<file path="config.mk">
export PLATFORM = sky130hd
export DESIGN_NAME = cmsr_regs
export DESIGN_NICKNAME = d
export VERILOG_FILES = /design/src/cmsr_pkg.sv /design/src/cmsr_sync.sv /design/src/cmsr_regs.sv
export VERILOG_INCLUDE_DIRS = /design/src /design/src/src
export SDC_FILE = /design/constraint.sdc
export NUM_CORES = 1
export LEC_CHECK = 0
export BUFFER_PORTS_ARGS = -buffer_cell sky130_fd_sc_hd__buf_4
export CAP_MARGIN = 30
export CORE_UTILIZATION = 55
export CTS_CLUSTER_DIAMETER = 40
export DETAILED_ROUTE_END_ITERATION = 8
export PLACE_DENSITY = 0.73
export SLEW_MARGIN = 20
export SYNTH_ARGS = -nofsm -noshare
export SYNTH_HDL_FRONTEND = slang
export SYNTH_HIERARCHICAL = 1
export SYNTH_SLANG_ARGS = --single-unit
</file>
<file path="constraint.sdc">
create_clock -name core_clk -period 2 [get_ports core_clk]
set_input_delay 0.1 -clock core_clk [delete_from_list [all_inputs] [get_ports core_clk]]
set_output_delay 0.1 -clock core_clk [all_outputs]
set_load 0.02 [all_outputs]
</file>
<file path="src/cmsr_cfg.svh">
// Offsets, field positions, reset values and timing for the clock and mute register bank
`ifndef CMSR_CFG_SVH
`define CMSR_CFG_SVH
`define CMSR_DEV_ADDR 7'h4d
`define CMSR_OFS_PAGE 8'h00
`define CMSR_PAGE_MAIN 8'h00
`define CMSR_PAGE_ANALOG 8'h01
`define CMSR_OFS_AMP_REF 8'h01
`define CMSR_OFS_GAIN 8'h02
`define CMSR_OFS_FAULT 8'h5f
`define CMSR_OFS_MUTE_MON 8'h6c
`define CMSR_OFS_PIN_LEVEL 8'h77
`define CMSR_OFS_AUTO_MUTE 8'h78
`define CMSR_BIT_HALT 4
`define CMSR_BIT_ABSENT 2
`define CMSR_BIT_RESYNC 1
`define CMSR_BIT_CLK_ERR 0
`define CMSR_BIT_LEFT_MUTE 1
`define CMSR_BIT_RIGHT_MUTE 0
`define CMSR_BIT_PIN_TWO 5
`define CMSR_BIT_MUTE_PIN 4
`define CMSR_BIT_PIN_ZERO 3
`define CMSR_BIT_LEFT_AUTO 4
`define CMSR_BIT_RIGHT_AUTO 0
`define CMSR_BIT_AMP_REF 0
`define CMSR_BIT_LEFT_GAIN 4
`define CMSR_BIT_RIGHT_GAIN 0
`define CMSR_RST_AMP_REF 1'h0
`define CMSR_RST_GAIN 1'h0
`define CMSR_RST_PAGE 8'h00
`define CMSR_SYNC_STAGES 2
`endif

</file>
<file path="src/cmsr_pkg.sv">
// Types for the clock and mute register bank
package cmsr_pkg;
    typedef enum logic [3:0] {
        CMSR_IDLE,
        CMSR_ADDR,
        CMSR_ADDR_ACK,
        CMSR_PTR,
        CMSR_PTR_ACK,
        CMSR_WR,
        CMSR_WR_ACK,
        CMSR_RD,
        CMSR_RD_ACK
    } cmsr_link_state_t;
endpackage

</file>
<file path="src/cmsr_sync.sv">
// Two-stage synchroniser for signals from outside the core clock domain
`timescale 1ns/1ps
module cmsr_sync #(
    parameter int W = 1
) (
    input wire logic core_clk,
    input wire logic rst,
    input wire logic [W-1:0] d,
    output logic [W-1:0] q
);
    logic [W-1:0] meta;

    always_ff @(posedge core_clk) begin
        if (rst) begin
            meta <= '0;
            q <= '0;
        end else begin
            meta <= d;
            q <= meta;
        end
    end
endmodule // cmsr_sync

</file>
<file path="src/cmsr_regs.sv">
// Clock fault, mute and analog control registers behind a two-wire control port
`timescale 1ns/1ps
`include "cmsr_cfg.svh"
// Contract
// - Master clock halt latches; read clears it
// - Clock error latches; read clears it
// - Absent bit set only when both clocks low
// - Resync bit follows resynchronisation in progress
// - Analog mute monitor, left bit1, right bit0
// - Live levels of pin two, mute, zero
// - Auto-mute flags, left bit4, right bit0
// - Amplitude reference select, reset constant amplitude
// - Analog gain bits, 0 dB or -6 dB
module cmsr_regs #(
    parameter logic [6:0] DEV_ADDR = `CMSR_DEV_ADDR
) (
    input wire logic core_clk,
    input wire logic rst,
    input wire logic scl,
    input wire logic sda_in,
    output logic sda_out,
    output logic sda_oe,
    input wire logic master_clock_halt_event,
    input wire logic clock_error_event,
    input wire logic frame_bit_clocks_absent,
    input wire logic clock_resync_active,
    input wire logic left_analog_mute_state,
    input wire logic right_analog_mute_state,
    input wire logic general_pin_two,
    input wire logic mute_pin,
    input wire logic general_pin_zero,
    input wire logic left_auto_mute_flag,
    input wire logic right_auto_mute_flag,
    output logic amplitude_reference_select,
    output logic left_analog_gain,
    output logic right_analog_gain
);
    logic [4:0] pins_s;
    logic scl_q;
    logic sda_q;
    logic [3:0] cnt;
    logic [7:0] shreg;
    logic [7:0] ptr;
    logic [7:0] page;
    logic rw;
    logic nack;
    logic latched_master_clock_halt;
    logic latched_clock_error;
    cmsr_pkg::cmsr_link_state_t st;

    // Pins from outside the core clock domain
    cmsr_sync #(.W(5)) u_sync (
        .core_clk(core_clk),
        .rst(rst),
        .d({scl, sda_in, general_pin_two, mute_pin, general_pin_zero}),
        .q(pins_s)
    );

    wire scl_s = pins_s[4];
    wire sda_s = pins_s[3];
    wire general_pin_two_level = pins_s[2];
    wire mute_pin_level = pins_s[1];
    wire general_pin_zero_level = pins_s[0];

    wire scl_rise = scl_s & ~scl_q;
    wire scl_fall = ~scl_s & scl_q;
    wire start_cond = scl_s & scl_q & sda_q & ~sda_s;
    wire stop_cond = scl_s & scl_q & ~sda_q & sda_s;
    wire byte_done = (cnt == 4'h8);
    wire addr_match = (shreg[7:1] == DEV_ADDR);

    // Address decode
    wire on_main = (page == `CMSR_PAGE_MAIN);
    wire on_analog = (page == `CMSR_PAGE_ANALOG);
    wire sel_page = (ptr == `CMSR_OFS_PAGE);
    wire sel_fault = on_main & (ptr == `CMSR_OFS_FAULT);
    wire sel_mute_mon = on_main & (ptr == `CMSR_OFS_MUTE_MON);
    wire sel_pin_level = on_main & (ptr == `CMSR_OFS_PIN_LEVEL);
    wire sel_auto_mute = on_main & (ptr == `CMSR_OFS_AUTO_MUTE);
    wire sel_amp_ref = on_analog & (ptr == `CMSR_OFS_AMP_REF);
    wire sel_gain = on_analog & (ptr == `CMSR_OFS_GAIN);

    logic [7:0] fault_word;
    logic [7:0] mute_word;
    logic [7:0] pin_word;
    logic [7:0] auto_word;
    logic [7:0] amp_word;
    logic [7:0] gain_word;
    always_comb begin
        fault_word = 8'h00;
        fault_word[`CMSR_BIT_HALT] = latched_master_clock_halt;
        fault_word[`CMSR_BIT_ABSENT] = frame_bit_clocks_absent;
        fault_word[`CMSR_BIT_RESYNC] = clock_resync_active;
        fault_word[`CMSR_BIT_CLK_ERR] = latched_clock_error;
        mute_word = 8'h00;
        mute_word[`CMSR_BIT_LEFT_MUTE] = left_analog_mute_state;
        mute_word[`CMSR_BIT_RIGHT_MUTE] = right_analog_mute_state;
        pin_word = 8'h00;
        pin_word[`CMSR_BIT_PIN_TWO] = general_pin_two_level;
        pin_word[`CMSR_BIT_MUTE_PIN] = mute_pin_level;
        pin_word[`CMSR_BIT_PIN_ZERO] = general_pin_zero_level;
        auto_word = 8'h00;
        auto_word[`CMSR_BIT_LEFT_AUTO] = left_auto_mute_flag;
        auto_word[`CMSR_BIT_RIGHT_AUTO] = right_auto_mute_flag;
        amp_word = 8'h00;
        amp_word[`CMSR_BIT_AMP_REF] = amplitude_reference_select;
        gain_word = 8'h00;
        gain_word[`CMSR_BIT_LEFT_GAIN] = left_analog_gain;
        gain_word[`CMSR_BIT_RIGHT_GAIN] = right_analog_gain;
    end

    wire [7:0] rd_data = sel_page ? page :
                         sel_fault ? fault_word :
                         sel_mute_mon ? mute_word :
                         sel_pin_level ? pin_word :
                         sel_auto_mute ? auto_word :
                         sel_amp_ref ? amp_word :
                         sel_gain ? gain_word : 8'h00;

    // Byte loads for reads and the write strobe
    wire in_addr_ack = (st == cmsr_pkg::CMSR_ADDR_ACK);
    wire in_rd_ack = (st == cmsr_pkg::CMSR_RD_ACK);
    wire read_load = scl_fall & ((in_addr_ack & rw) | (in_rd_ack & ~nack));
    wire wr_strobe = scl_fall & (st == cmsr_pkg::CMSR_WR) & byte_done;
    wire fault_clear = read_load & sel_fault;

    // Latched fault bits, set wins over the clearing read
    wire next_halt = master_clock_halt_event | (latched_master_clock_halt & ~fault_clear);
    wire next_err = clock_error_event | (latched_clock_error & ~fault_clear);

    always_ff @(posedge core_clk) begin
        if (rst) begin
            latched_master_clock_halt <= 1'h0;
            latched_clock_error <= 1'h0;
        end else begin
            latched_master_clock_halt <= next_halt;
            latched_clock_error <= next_err;
        end
    end

    // Writable registers
    always_ff @(posedge core_clk) begin
        if (rst) begin
            page <= `CMSR_RST_PAGE;
            amplitude_reference_select <= `CMSR_RST_AMP_REF;
            left_analog_gain <= `CMSR_RST_GAIN;
            right_analog_gain <= `CMSR_RST_GAIN;
        end else if (wr_strobe) begin
            if (sel_page) begin
                page <= shreg;
            end else if (sel_amp_ref) begin
                amplitude_reference_select <= shreg[`CMSR_BIT_AMP_REF];
            end else if (sel_gain) begin
                left_analog_gain <= shreg[`CMSR_BIT_LEFT_GAIN];
                right_analog_gain <= shreg[`CMSR_BIT_RIGHT_GAIN];
            end
        end
    end

    // Control port engine
    always_ff @(posedge core_clk) begin
        if (rst) begin
            scl_q <= 1'h1;
            sda_q <= 1'h1;
            st <= cmsr_pkg::CMSR_IDLE;
            cnt <= 4'h0;
            shreg <= 8'h00;
            ptr <= 8'h00;
            rw <= 1'h0;
            nack <= 1'h0;
            sda_out <= 1'h0;
            sda_oe <= 1'h0;
        end else begin
            scl_q <= scl_s;
            sda_q <= sda_s;
            sda_out <= 1'h0;
            if (start_cond) begin
                st <= cmsr_pkg::CMSR_ADDR;
                cnt <= 4'h0;
                sda_oe <= 1'h0;
            end else if (stop_cond) begin
                st <= cmsr_pkg::CMSR_IDLE;
                sda_oe <= 1'h0;
            end else if (scl_rise) begin
                case (st)
                    cmsr_pkg::CMSR_ADDR, cmsr_pkg::CMSR_PTR, cmsr_pkg::CMSR_WR: begin
                        shreg <= {shreg[6:0], sda_s};
                        cnt <= cnt + 4'h1;
                    end
                    cmsr_pkg::CMSR_RD: cnt <= cnt + 4'h1;
                    cmsr_pkg::CMSR_RD_ACK: nack <= sda_s;
                    default: ;
                endcase
            end else if (scl_fall) begin
                case (st)
                    cmsr_pkg::CMSR_ADDR: begin
                        if (byte_done) begin
                            rw <= shreg[0];
                            sda_oe <= addr_match;
                            st <= addr_match ? cmsr_pkg::CMSR_ADDR_ACK : cmsr_pkg::CMSR_IDLE;
                        end
                    end
                    cmsr_pkg::CMSR_PTR: begin
                        if (byte_done) begin
                            ptr <= shreg;
                            sda_oe <= 1'h1;
                            st <= cmsr_pkg::CMSR_PTR_ACK;
                        end
                    end
                    cmsr_pkg::CMSR_WR: begin
                        if (byte_done) begin
                            ptr <= ptr + 8'h01;
                            sda_oe <= 1'h1;
                            st <= cmsr_pkg::CMSR_WR_ACK;
                        end
                    end
                    cmsr_pkg::CMSR_RD: begin
                        if (byte_done) begin
                            sda_oe <= 1'h0;
                            st <= cmsr_pkg::CMSR_RD_ACK;
                        end else begin
                            shreg <= {shreg[6:0], 1'h0};
                            sda_oe <= ~shreg[6];
                        end
                    end
                    cmsr_pkg::CMSR_ADDR_ACK, cmsr_pkg::CMSR_RD_ACK: begin
                        cnt <= 4'h0;
                        if (read_load) begin
                            shreg <= rd_data;
                            sda_oe <= ~rd_data[7];
                            ptr <= ptr + 8'h01;
                            st <= cmsr_pkg::CMSR_RD;
                        end else begin
                            sda_oe <= 1'h0;
                            st <= in_addr_ack ? cmsr_pkg::CMSR_PTR : cmsr_pkg::CMSR_IDLE;
                        end
                    end
                    cmsr_pkg::CMSR_PTR_ACK, cmsr_pkg::CMSR_WR_ACK: begin
                        cnt <= 4'h0;
                        sda_oe <= 1'h0;
                        st <= cmsr_pkg::CMSR_WR;
                    end
                    default: ;
                endcase
            end
        end
    end
endmodule // cmsr_regs

</file>
## Word level (Yosys, flattened, before mapping)

Index checks and enable logic that the tools add are counted.

| word-level totals | value |
|---|---|
| input bits | 15 |
| output and inout port bits | 5 |
| flip-flop bits (word level) | 52 |
| word-level logic and storage cells | 156 |

| operators by class | value |
|---|---|
| muxes and demuxes | 38 |
| reductions and logical operators | 29 |
| $add $sub $neg | 2 |
| bitwise gates (word level) | 37 |
| eq/ne operators | 32 |

Operators with widths:

| kind | number |
|---|---|
| 8-bit 2-to-1 mux | 9 |
| 8-bit by 7-bit equality test with 1-bit output (second input constant) | 4 |
| 4-bit 2-to-1 mux | 8 |
| 4-bit one-hot mux with 6 select lines | 1 |
| 8-bit one-hot mux with 3 select lines | 1 |
| 1-bit AND | 21 |
| 7-bit AND reduction | 3 |
| 6-bit 2-to-1 mux | 3 |
| 4-bit by 3-bit equality test with 1-bit output (second input constant) | 4 |
| 8-bit by 1-bit equality test with 1-bit output (second input constant) | 2 |
| 8-bit zero test | 2 |
| 4-bit inequality test (second input constant) | 4 |
| 8-bit one-hot mux with 2 select lines | 1 |
| 5-bit 2-to-1 mux | 3 |
| 1-bit inverter | 13 |
| 2-bit inequality test (second input constant) | 6 |
| 4-bit AND reduction | 3 |
| 3-bit nonzero test | 3 |
| 8-bit by 1-bit adder with 8-bit output (second input constant) | 1 |
| 4-bit by 2-bit equality test with 1-bit output (second input constant) | 2 |
| 4-bit equality test (second input constant) | 2 |
| 8-bit by 2-bit equality test with 1-bit output (second input constant) | 1 |
| 1-bit 2-to-1 mux | 8 |
| 8-bit AND reduction | 1 |
| other kinds (21) | 32 |

## Depth between registers and ports, before layout

Gate-level depths: netlist of the first run.

| depth | value |
|---|---|
| depth after elaboration | 13 |
| gate-level depth with buffers | 8 |
| depth with buffers taken out | 7 |

## Cells and area by module

Netlist of the first run, hierarchy kept.

By module, submodules not included:

| module | sequential area each (µm²) | times used | cells an instance | area each (µm²) |
|---|---|---|---|---|
| cmsr_regs | 840.8 | 1 | 337 | 2,852.7 |
| cmsr_sync | 200.2 | 1 | 20 | 262.8 |

## Worst setup path after synthesis of the first run

OpenSTA, ideal clock, no wires.

| path | value |
|---|---|
| path type | register -> register |
| from | register scl_q |
| to | register shreg[4] |
| path slack | -0.002 ns |
| required time | 1.865 ns |
| path buffers | 2 |
| setup time | 0.135 ns |
| data arrival time | 1.867 ns |
| clock period less this slack | 2.002 ns |
| cell stages (with the launch flop) | 9 |
| cell sequence | dfxtp_1 > inv_1 > ha_1 > buf_1 > or4_1 > clkbuf_1 > a21o_1 > a221oi_1 > a211oi_1 |

| on the way | value |
|---|---|
| cells in the longest elaborated chain, start to end | 5 |
| elaborated cells on any way between the ends | 18 |
| classes of those cells | eq/ne: 3; mux: 1; bitwise: 11; reduce/logical: 3 |

Ends and longest elaborated chain:

| element | RTL line | RTL |
|---|---|---|
| start, declared | cmsr_regs.sv:39 | `logic scl_q;` |
| start signal, assigned | cmsr_regs.sv:174 | `scl_q <= scl_s;` |
| 1-bit AND | cmsr_regs.sv:67, cmsr_regs.sv:68 |  |
| 1-bit AND (on tied branches) (2 in series) | cmsr_regs.sv:67, cmsr_regs.sv:68 |  |
| 1-bit inverter (no line) | n/a |  |
| 7-bit AND reduction (no line) | n/a |  |
| end signal, assigned | cmsr_regs.sv:187 | `shreg <= {shreg[6:0], sda_s};` |
| end signal, assigned | cmsr_regs.sv:222 | `shreg <= {shreg[6:0], 1'h0};` |
| end signal, assigned | cmsr_regs.sv:229 | `shreg <= rd_data;` |
| end, declared | cmsr_regs.sv:42 | `logic [7:0] shreg;` |

Parallel ways exist; a longest one is shown, timed or not.
A chain may end at the register's enable or synchronous reset.

## Worst setup path in the final report of the first run

| path | value |
|---|---|
| from | register ptr[0] |
| to | register page[2] |

| on the way | value |
|---|---|
| cells in the longest elaborated chain, start to end | 2 |

Ends and longest elaborated chain:

| element | RTL line | RTL |
|---|---|---|
| start, declared | cmsr_regs.sv:43 | `logic [7:0] ptr;` |
| start signal, assigned | cmsr_regs.sv:205 | `ptr <= shreg;` |
| start signal, assigned | cmsr_regs.sv:212 | `ptr <= ptr + 8'h01;` |
| start signal, assigned | cmsr_regs.sv:231 | `ptr <= ptr + 8'h01;` |
| 8-bit zero test (no line) | n/a |  |
| 2-bit AND reduction (no line) | n/a |  |
| end signal, assigned | cmsr_regs.sv:144 | `` page <= `CMSR_RST_PAGE; `` |
| end signal, assigned | cmsr_regs.sv:150 | `page <= shreg;` |
| end, declared | cmsr_regs.sv:44 | `logic [7:0] page;` |

No other way between the ends.

==> flow_summary.toml, run 1 <==
[floorplanning]
rows = 27
core_area_mm2 = 0.00547
dieHeight_um = 77.3
dieArea_mm2 = 0.00597
die_w_um = 77.3
io_pins = 20
floorplan.initialDensity = 0.569

[detailed_routing]
vias = 2825
wl_per_cell_um = 15.6
drtIter0Drc = 243
first_pass_iters = 4
routed_wl_mm = 7.46
routed_via_density = 5.91
detail-route-antenna-nets = 0
drc = 0

[place]
place_area_mm2 = 0.00355
placed_cells = 468
pre_cts_slack_ns = -0.0165
dp_hpwl_mm = 5.53
port_buffers = 18
gp_congestion = 0.939

[timing]
post-route-period-util = 0.976
drv_slew = 0
hold_viol = 0
holdWs_ns = 0.00198
fmax_mhz = 512
rsz0062_at_grt = "yes"
setup_slack_ns = 0.0481
min_period_ns = 1.95
finalSetupTns_ns = 0
skew_ns = 0.00784
final-setup-viol-count = 0

[grt]
grt_use_total = 0.258
grt_max_degree = 43
overflow = 0
grt_pass1_wl_mm = 12.3
grt_antenna_before_repair = 0
grt_pass1_vias = 2597

[setup_path]
crit_path_end = "page[2]"
cp-end-kind = "register"
reg2reg_from = "ptr[0]"
startpoint = "ptr[0]"
crit_required_ns = 2.18
worst_r2r_endpoint = "page[2]"
cp_data_arrival_time_ns = 2.13
worstSetupPathType = "reg2reg"
worstSetupStartpointType = "register"
cp_max_fo = 8
r2r_cells = 8
r2r_setup_slack_ns = 0.05

[pwr]
powerDensity_mw_per_mm2 = 468
sequentialPowerShare = 0.609
comb_power_share = 0.061
switching_share = 0.232
p_int_w = 0.00134
pwr-share-clk = 0.330
leakage_nw = 1.50
switchingPower_w = 0.000404
ir_drop_v = 0.000480

[synth]
post-synth-top-area-cell = "dfxtp_1"
synth_edf_count = 0
synth.cell_area_mm2 = 0.00312
synth_top_cell_area_share = 0.334
async_flop_share = 0
syn_area_per_cell_um2 = 8.73
synth-seq-area-share = 0.334
synthCells = 357
ys_ff_latch = 52
yosysUniqueCellTypes = 72
synth_ff_type = "dfxtp_1"
synth_nets = 382
synth.area.top_cells = "dfxtp_1 33%, mux2i_1 5.1%, ha_1 4.0%"
yosys-top-cells-count = "52 x dfxtp_1, 33 x nor2_1, 26 x nand2_1"
yosysMostFrequentCell = "dfxtp_1"
ys_warn_count = 6

[clock_network]
cts_tree = "built"
cts.reportedPaths.clkPinSlew_ns = 0.09
htreeDepth = 2
insertion_delay_ns = 0.31
clk_path_buf_depth = 2
cts_buffers = 5
cts_sinks = 52
cts_root_buffer = "clkbuf_8"

[job]
drv_cap = 0

[worst_hold_path]
hold_class = "in2reg"

[layout]
layout-drive-gt1-share = 0.244
final_area_mm2 = 0.00372
fin_cells = 478
multiInputGateArea_mm2 = 0.00196
area_growth_pct = 19.4
regArea_mm2 = 0.00104
fill_cells = 460
final_nets = 431
antenna_cells = 0

[run_status]
status = "complete, no violations"
-- per-layer routing --
metal  vias up  share of wire  GRT usage
met5         -              0          0
met4         0          0.017     0.0887
met3        11          0.052     0.0405
met2        89           0.45      0.398
met1      1337           0.48      0.362
li1       1388              -          -
-- state kept, by name (all words and copies together) (netlist names), 4 cells and up --
signal	flops
cnt	4
page	8
ptr	8
shreg	8
st	4
u_sync/meta	5
u_sync/q	5
-- layout make-up --
type                    instances  share of cell area
clock buffers                   6              0.0195
multi-input cells             270               0.528
repair buffers                 61               0.130
clock inverters                 1             0.00135
well taps                      72              0.0242
flip-flops and latches         52               0.281
inverters                      16              0.0161
-- per-stage QoR --
step / util / total power (W)
floorplan: - / 0.00114
global placement: 0.649 / 0.00119
detailed placement: 0.649 / 0.00119
CTS: 0.668 / 0.00175
global route: 0.680 / 0.00180
finish: 0.680 / 0.00174
-- how the worst min path moves through the flow --
stage	start	endpoint	slack, ns	cells after the start
floorplan	rst	u_sync/meta[0]	0.17	1
global placement	scl	u_sync/meta[4]	0.31	2
detailed placement	scl	u_sync/meta[4]	0.32	2
CTS	sda_in	u_sync/meta[3]	0.001	2
global route	general_pin_two	u_sync/meta[2]	0.01	2
finish	sda_in	u_sync/meta[3]	0.002	2
-- cell families (layout without fill, tap and decap cells) --
| family | count (synthesis) | in the layout | share of synthesized area |
|---|---|---|---|
| adders and majority gates | 10 | 10 | 0.0402 |
| AOI/OAI and AO/OA | 85 | 85 | 0.213 |
| and+or+nand+nor | 151 | 151 | 0.288 |
| muxes | 17 | 17 | 0.0550 |
| other | 1 | 1 | 0.00120 |
| DFF | 52 | 52 | 0.334 |
| xor gates and xnor gates | 6 | 6 | 0.0169 |
| buffers and inverters | 35 | 84 | 0.0518 |
-- critical path, cell delays in order (launching register included) --
cell	delay, ns
dfxtp_1	0.32
inv_1	0.08
ha_2	0.18
nor3b_4	0.20
nand2_2	0.09
or4_4	0.55
buf_8	0.16
mux2i_1	0.16
nor2_1	0.06
-- placed cells by master, fill, tap and decap left out, types with 9 or more instances in the layout --
cell and count:
o21ai_0 9, inv_1 14, dfxtp_1 49, buf_4 57, a21oi_1 18, nor2b_1 18, nor2_1 33, mux2i_1 16
nand2_1 25
-- repair_timing --
action / CTS / global route
hold buffers: 1 / 0
resized for setup: 4 / 16
endpoints found under the setup margin: 7 / 23
pin swaps: 1 / 4
setup buffers: 0 / 2
endpoints found under the hold margin: 1 / 0
-- power by group through the flow --
stage          Sequential, W  Clock (W)  Combinational [W]
3_3_place_gp         0.00109          0           0.000103
2_1_floorplan        0.00108          0          0.0000582
3_5_place_dp         0.00109          0           0.000104
5_1_grt              0.00106   0.000621           0.000117
4_1_cts              0.00106   0.000583           0.000106
6_report             0.00106   0.000575           0.000106
Note: power is estimated with default switching activity, not from simulation.
==> inputs of run 2 (changes only) <==
--- a/config.mk
+++ b/config.mk
@@ -6,12 +6,12 @@
 export SDC_FILE = /design/constraint.sdc
 export NUM_CORES = 1
 export LEC_CHECK = 0
-export BUFFER_PORTS_ARGS = -buffer_cell sky130_fd_sc_hd__buf_4
 export CAP_MARGIN = 30
-export CORE_UTILIZATION = 55
+export CORE_UTILIZATION = 57
 export CTS_CLUSTER_DIAMETER = 40
 export DETAILED_ROUTE_END_ITERATION = 8
-export PLACE_DENSITY = 0.73
+export DONT_BUFFER_PORTS = 1
+export PLACE_DENSITY = 0.72
 export SLEW_MARGIN = 20
 export SYNTH_ARGS = -nofsm -noshare
 export SYNTH_HDL_FRONTEND = slang
==> flow_summary.toml, run 2 (synthesized netlist as in run 1, its figures left out) <==
[run_status]
status = "complete, no violations"

[clock_network]
insertion_delay_ns = 0.31
htreeDepth = 2
cts_buffers = 5
cts_tree = "built"
cts_root_buffer = "clkbuf_8"
cts.reportedPaths.clkPinSlew_ns = 0.10
cts_sinks = 52
clk_path_buf_depth = 2

[pwr]
ir_drop_v = 0.000408
powerDensity_mw_per_mm2 = 517
fin_total_pwr_w = 0.00195
leakage_nw = 1.50

[grt]
grt_use_total = 0.284
met3_usage = 0.0627
grtUsageMet1 = 0.385
overflow = 0
busiest_layer = "met2"
grt_pass1_vias = 2718
met2_usage = 0.451
grt_antenna_before_repair = 0
grt_pass1_wl_mm = 13.2
grt_max_degree = 41

[detailed_routing]
vias = 2905
detail-route-antenna-nets = 0
routed_wl_mm = 8.35
routed_via_density = 6.17
drc = 0
first_pass_iters = 5
wl_per_cell_um = 17.7
drtIter0Drc = 221

[layout]
fin_cells = 471
final_cell_mix = "46 x dfxtp_1, 43 x buf_4, 33 x nor2_1"
layout-drive-gt1-share = 0.239
fill_cells = 386
top_regs = "page x8, ptr x8, shreg x8"
area_growth_pct = 21.2
final_core_util = 0.730
antenna_cells = 0
final_nets = 425
final_common_cell = "dfxtp_1"

[worst_hold_path]
hold_class = "in2reg"
worstHoldStart = "rst"
holdPathEnd = "st[0]"
min_path_cells = 2

[setup_path]
crit_required_ns = 2.20
r2r_setup_slack_ns = 0.04
cp-end-kind = "register"
worst_r2r_endpoint = "latched_master_clock_halt"
reg2reg_from = "ptr[0]"
cp_data_arrival_time_ns = 2.16
cp_max_fo = 5
r2r_cells = 7
worstSetupPathType = "reg2reg"
worstSetupStartpointType = "register"

[floorplanning]
core_area_mm2 = 0.00517
floorplan.initialDensity = 0.602
die_w_um = 75.9
io_pins = 20
dieHeight_um = 75.9
dieArea_mm2 = 0.00577
rows = 26

[timing]
fmax_mhz = 511
post-route-period-util = 0.978
final-setup-viol-count = 0
skew_ns = 0.0116
min_period_ns = 1.96
drv_slew = 0
hold_viol = 0

[job]
drv_cap = 0

[place]
placed_cells = 449
gp_congestion = 0.886
port_buffers = 0
dp_hpwl_mm = 5.57
==> run 2: per-stage QoR <==
stage / worst slack (ns) / area (µm²) / hold slack [ns] / TNS, ns
final: 0.0434 / 3780 / 0.0278 / 0
after global routing: -0.0121 / 3780 / 0.0412 / -0.0247
after CTS: 0.00548 / 3670 / 0.0353 / 0
after detailed placement: -0.0136 / 3420 / 0.176 / -0.0160
after global placement: 0.0571 / 3420 / 0.175 / 0
after floorplan: 0.0346 / 3120 / 0.172 / 0
==> run 2: repair_timing <==
item / CTS / global route
pin swaps: 3 / 8
endpoints found under the setup margin: 6 / 30
gates cloned: 0 / 1
resized for setup: 8 / 20
endpoints found under the hold margin: 40 / 0
buffers inserted: 2 / 3
hold buffers: 8 / 0
==> run 2: final cells by class <==
class,instances,area (µm²),share of cell area
multi-input combinational,270,1990,0.528
sequential,52,1050,0.278
timing repair buffer,55,460,0.122
clock buffer,7,96.3,0.0255
tap,70,87.6,0.0232
inverter,16,60.1,0.0159
clock inverter,1,30.0,0.00795
==> run 2: report_power, final <==
part           switching, W  internal [W]  leakage [nW]   total, W
clock              0.000349      0.000442        0.0645   0.000791
combinational     0.0000568     0.0000421          1.02  0.0000988
sequential       0.00000989       0.00105         0.425    0.00106
total              0.000416       0.00154          1.50    0.00195
==> run 2: per-layer routing <==
layer  vias up  wire, µm  part of all wire
met3        12       566             0.068
li1       1377         -                 -
met4         0        97             0.012
met2       111      3900              0.47
met5         -         0                 0
met1      1405      3780              0.45
==> run 2: worst max-delay path, cell delays in order (launching register included) <==
cell      delay [ns]
dfxtp_1         0.39
buf_4           0.17
ha_1            0.21
and3_2          0.24
nand4b_1        0.20
or2_2           0.35
o21ai_0         0.20
a21oi_1         0.10
==> run 2: how the worst max path moves through the flow <==
stage               startpoint                        end
global route            ptr[1]                    page[0]
floorplan               cnt[0]                     ptr[0]
finish                  ptr[0]  latched_master_clock_halt
detailed placement      cnt[0]                     ptr[0]
CTS                      st[1]                   shreg[7]
global placement         st[3]                     ptr[5]
==> inputs of run 3 (changes only) <==
--- a/config.mk
+++ b/config.mk
@@ -11,6 +11,7 @@
 export CTS_CLUSTER_DIAMETER = 40
 export DETAILED_ROUTE_END_ITERATION = 8
 export DONT_BUFFER_PORTS = 1
+export MAX_ROUTING_LAYER = met4
 export PLACE_DENSITY = 0.72
 export SLEW_MARGIN = 20
 export SYNTH_ARGS = -nofsm -noshare
==> flow_summary.toml, run 3 (synthesized netlist as in run 1, its figures left out) <==
[floorplanning]
die_w_um = 75.9
core_area_mm2 = 0.00517
dieHeight_um = 75.9
dieArea_mm2 = 0.00577
io_pins = 20
rows = 26
floorplan.initialDensity = 0.602

[grt]
grt_use_total = 0.289
overflow = 0
grt_max_degree = 41
grt_pass1_vias = 2702
grt_antenna_before_repair = 0
grt_pass1_wl_mm = 13.0

[place]
port_buffers = 0
gp_congestion = 0.905
place_area_mm2 = 0.00340
dp_hpwl_mm = 5.52

[setup_path]
path_cells = "inv_2 > ha_4 > nand3b_4 > or3_1 > a211o_1 > or3_1 > a31oi_1"
cp_max_fo = 5
path_buf_inv = 1
worstSetupStartpointType = "register"
cp_top_family = "simple AND/OR/NAND/NOR gates"
worstSetupPathType = "reg2reg"
cp-end-kind = "register"
crit_path_frequent_cell = "or3_1"
r2r_cells = 7
cp_slowest_cell = "or3_1"
cp.depth = 7
cp_data_arrival_time_ns = 2.18
cpPeakStageDelay_ns = 0.36
crit_required_ns = 2.24

[pwr]
comb_power_share = 0.049
p_int_w = 0.00150
leakage_nw = 1.44
powerDensity_mw_per_mm2 = 524
switchingPower_w = 0.000424
sequentialPowerShare = 0.551
ir_drop_v = 0.000427
switching_share = 0.220
pwr-share-clk = 0.399

[timing]
min_period_ns = 1.94
post-route-period-util = 0.969
skew_ns = 0.0100
final-setup-viol-count = 0
finalSetupTns_ns = 0
holdWs_ns = 0.0391
hold_viol = 0
rsz0062_at_grt = "yes"
fmax_mhz = 516
drv_slew = 0

[layout]
fill_cells = 372
final_nets = 415
final_common_cell = "dfxtp_1"
layout-drive-gt1-share = 0.212
antenna_cells = 0
final_cell_mix = "47 x dfxtp_1, 35 x buf_4, 33 x nor2_1"
top_regs = "page x8, ptr x8, shreg x8"
final_area_mm2 = 0.00368
area_growth_pct = 18.0

[clock_network]
cts_root_buffer = "clkbuf_8"
cts_tree = "built"
cts_sinks = 52
cts_buffers = 5
cts.reportedPaths.clkPinSlew_ns = 0.09
clk_path_buf_depth = 2
insertion_delay_ns = 0.31
htreeDepth = 2

[worst_hold_path]
min_path_cells = 2
hold_class = "in2reg"

[detailed_routing]
wl_per_cell_um = 16.8
detail-route-antenna-nets = 0
routed_wl_mm = 7.73
vias = 2822
routed_via_density = 6.12
drc = 0
drtIter0Drc = 269
first_pass_iters = 5

[job]
drv_cap = 0

[run_status]
status = "complete, no violations"
-- run 3: cell types whose count changed in the layout (fill, tap and decap cells not counted), sizes merged --
cell and delta:
clkinv +1, clkbuf -1, buf -10
-- run 3: layer usage --
metal  vias to the layer above  GRT usage  share of wire
li1                       1359          -              -
met1                      1341      0.384           0.46
met2                       104      0.433           0.45
met3                        18     0.0602          0.068
met4                         0      0.104          0.021
met5                         -          -              0
-- run 3: metrics by stage --
step / power, W / cells / utilization / worst slack (ns)
final: 0.00192 / 461 / 0.711 / 0.0620
after global routing: 0.00199 / 461 / 0.711 / -0.00975
after CTS: 0.00194 / 460 / 0.704 / 0.0105
after detailed placement: 0.00115 / 444 / 0.657 / -0.0534
after global placement: 0.00115 / 444 / 0.657 / -0.00415
after floorplan: 0.00114 / 357 / - / 0.0346
-- run 3: final timing paths --
kind                                startpoint     endpoint  slack, ns
worst max register to register          cnt[0]       ptr[0]       0.06
worst max-delay path                    cnt[0]       ptr[0]       0.06
worst min-delay path                       rst        st[0]       0.04
worst min register to register  u_sync/meta[3]  u_sync/q[3]       0.44
-- run 3: power groups by stage --
stage          combinational (W)  clock [W]  sequential (W)
6_report               0.0000953   0.000769         0.00106
3_3_place_gp           0.0000637          0         0.00109
2_1_floorplan          0.0000582          0         0.00108
3_5_place_dp           0.0000652          0         0.00109
4_1_cts                0.0000929   0.000783         0.00106
5_1_grt                 0.000105   0.000824         0.00106
-- run 3: area by class of cell --
| class | count | area (µm²) | share of cell area |
|---|---|---|---|
| inverters | 16 | 60.1 | 0.0163 |
| clock inverters | 2 | 38.8 | 0.0106 |
| multi-input cells | 270 | 1960 | 0.534 |
| repair buffers | 45 | 393 | 0.107 |
| flip-flops and latches | 52 | 1050 | 0.286 |
| clock buffers | 6 | 82.6 | 0.0225 |
| well taps | 70 | 87.6 | 0.0238 |
-- run 3: timing repair --
item | in CTS | in global routing
resized for setup | 9 | 16
hold buffers | 8 | 0
hold endpoints to repair | 40 | 0
pin swaps | 2 | 3
buffers inserted | 0 | 2
setup endpoints to repair | 10 | 26
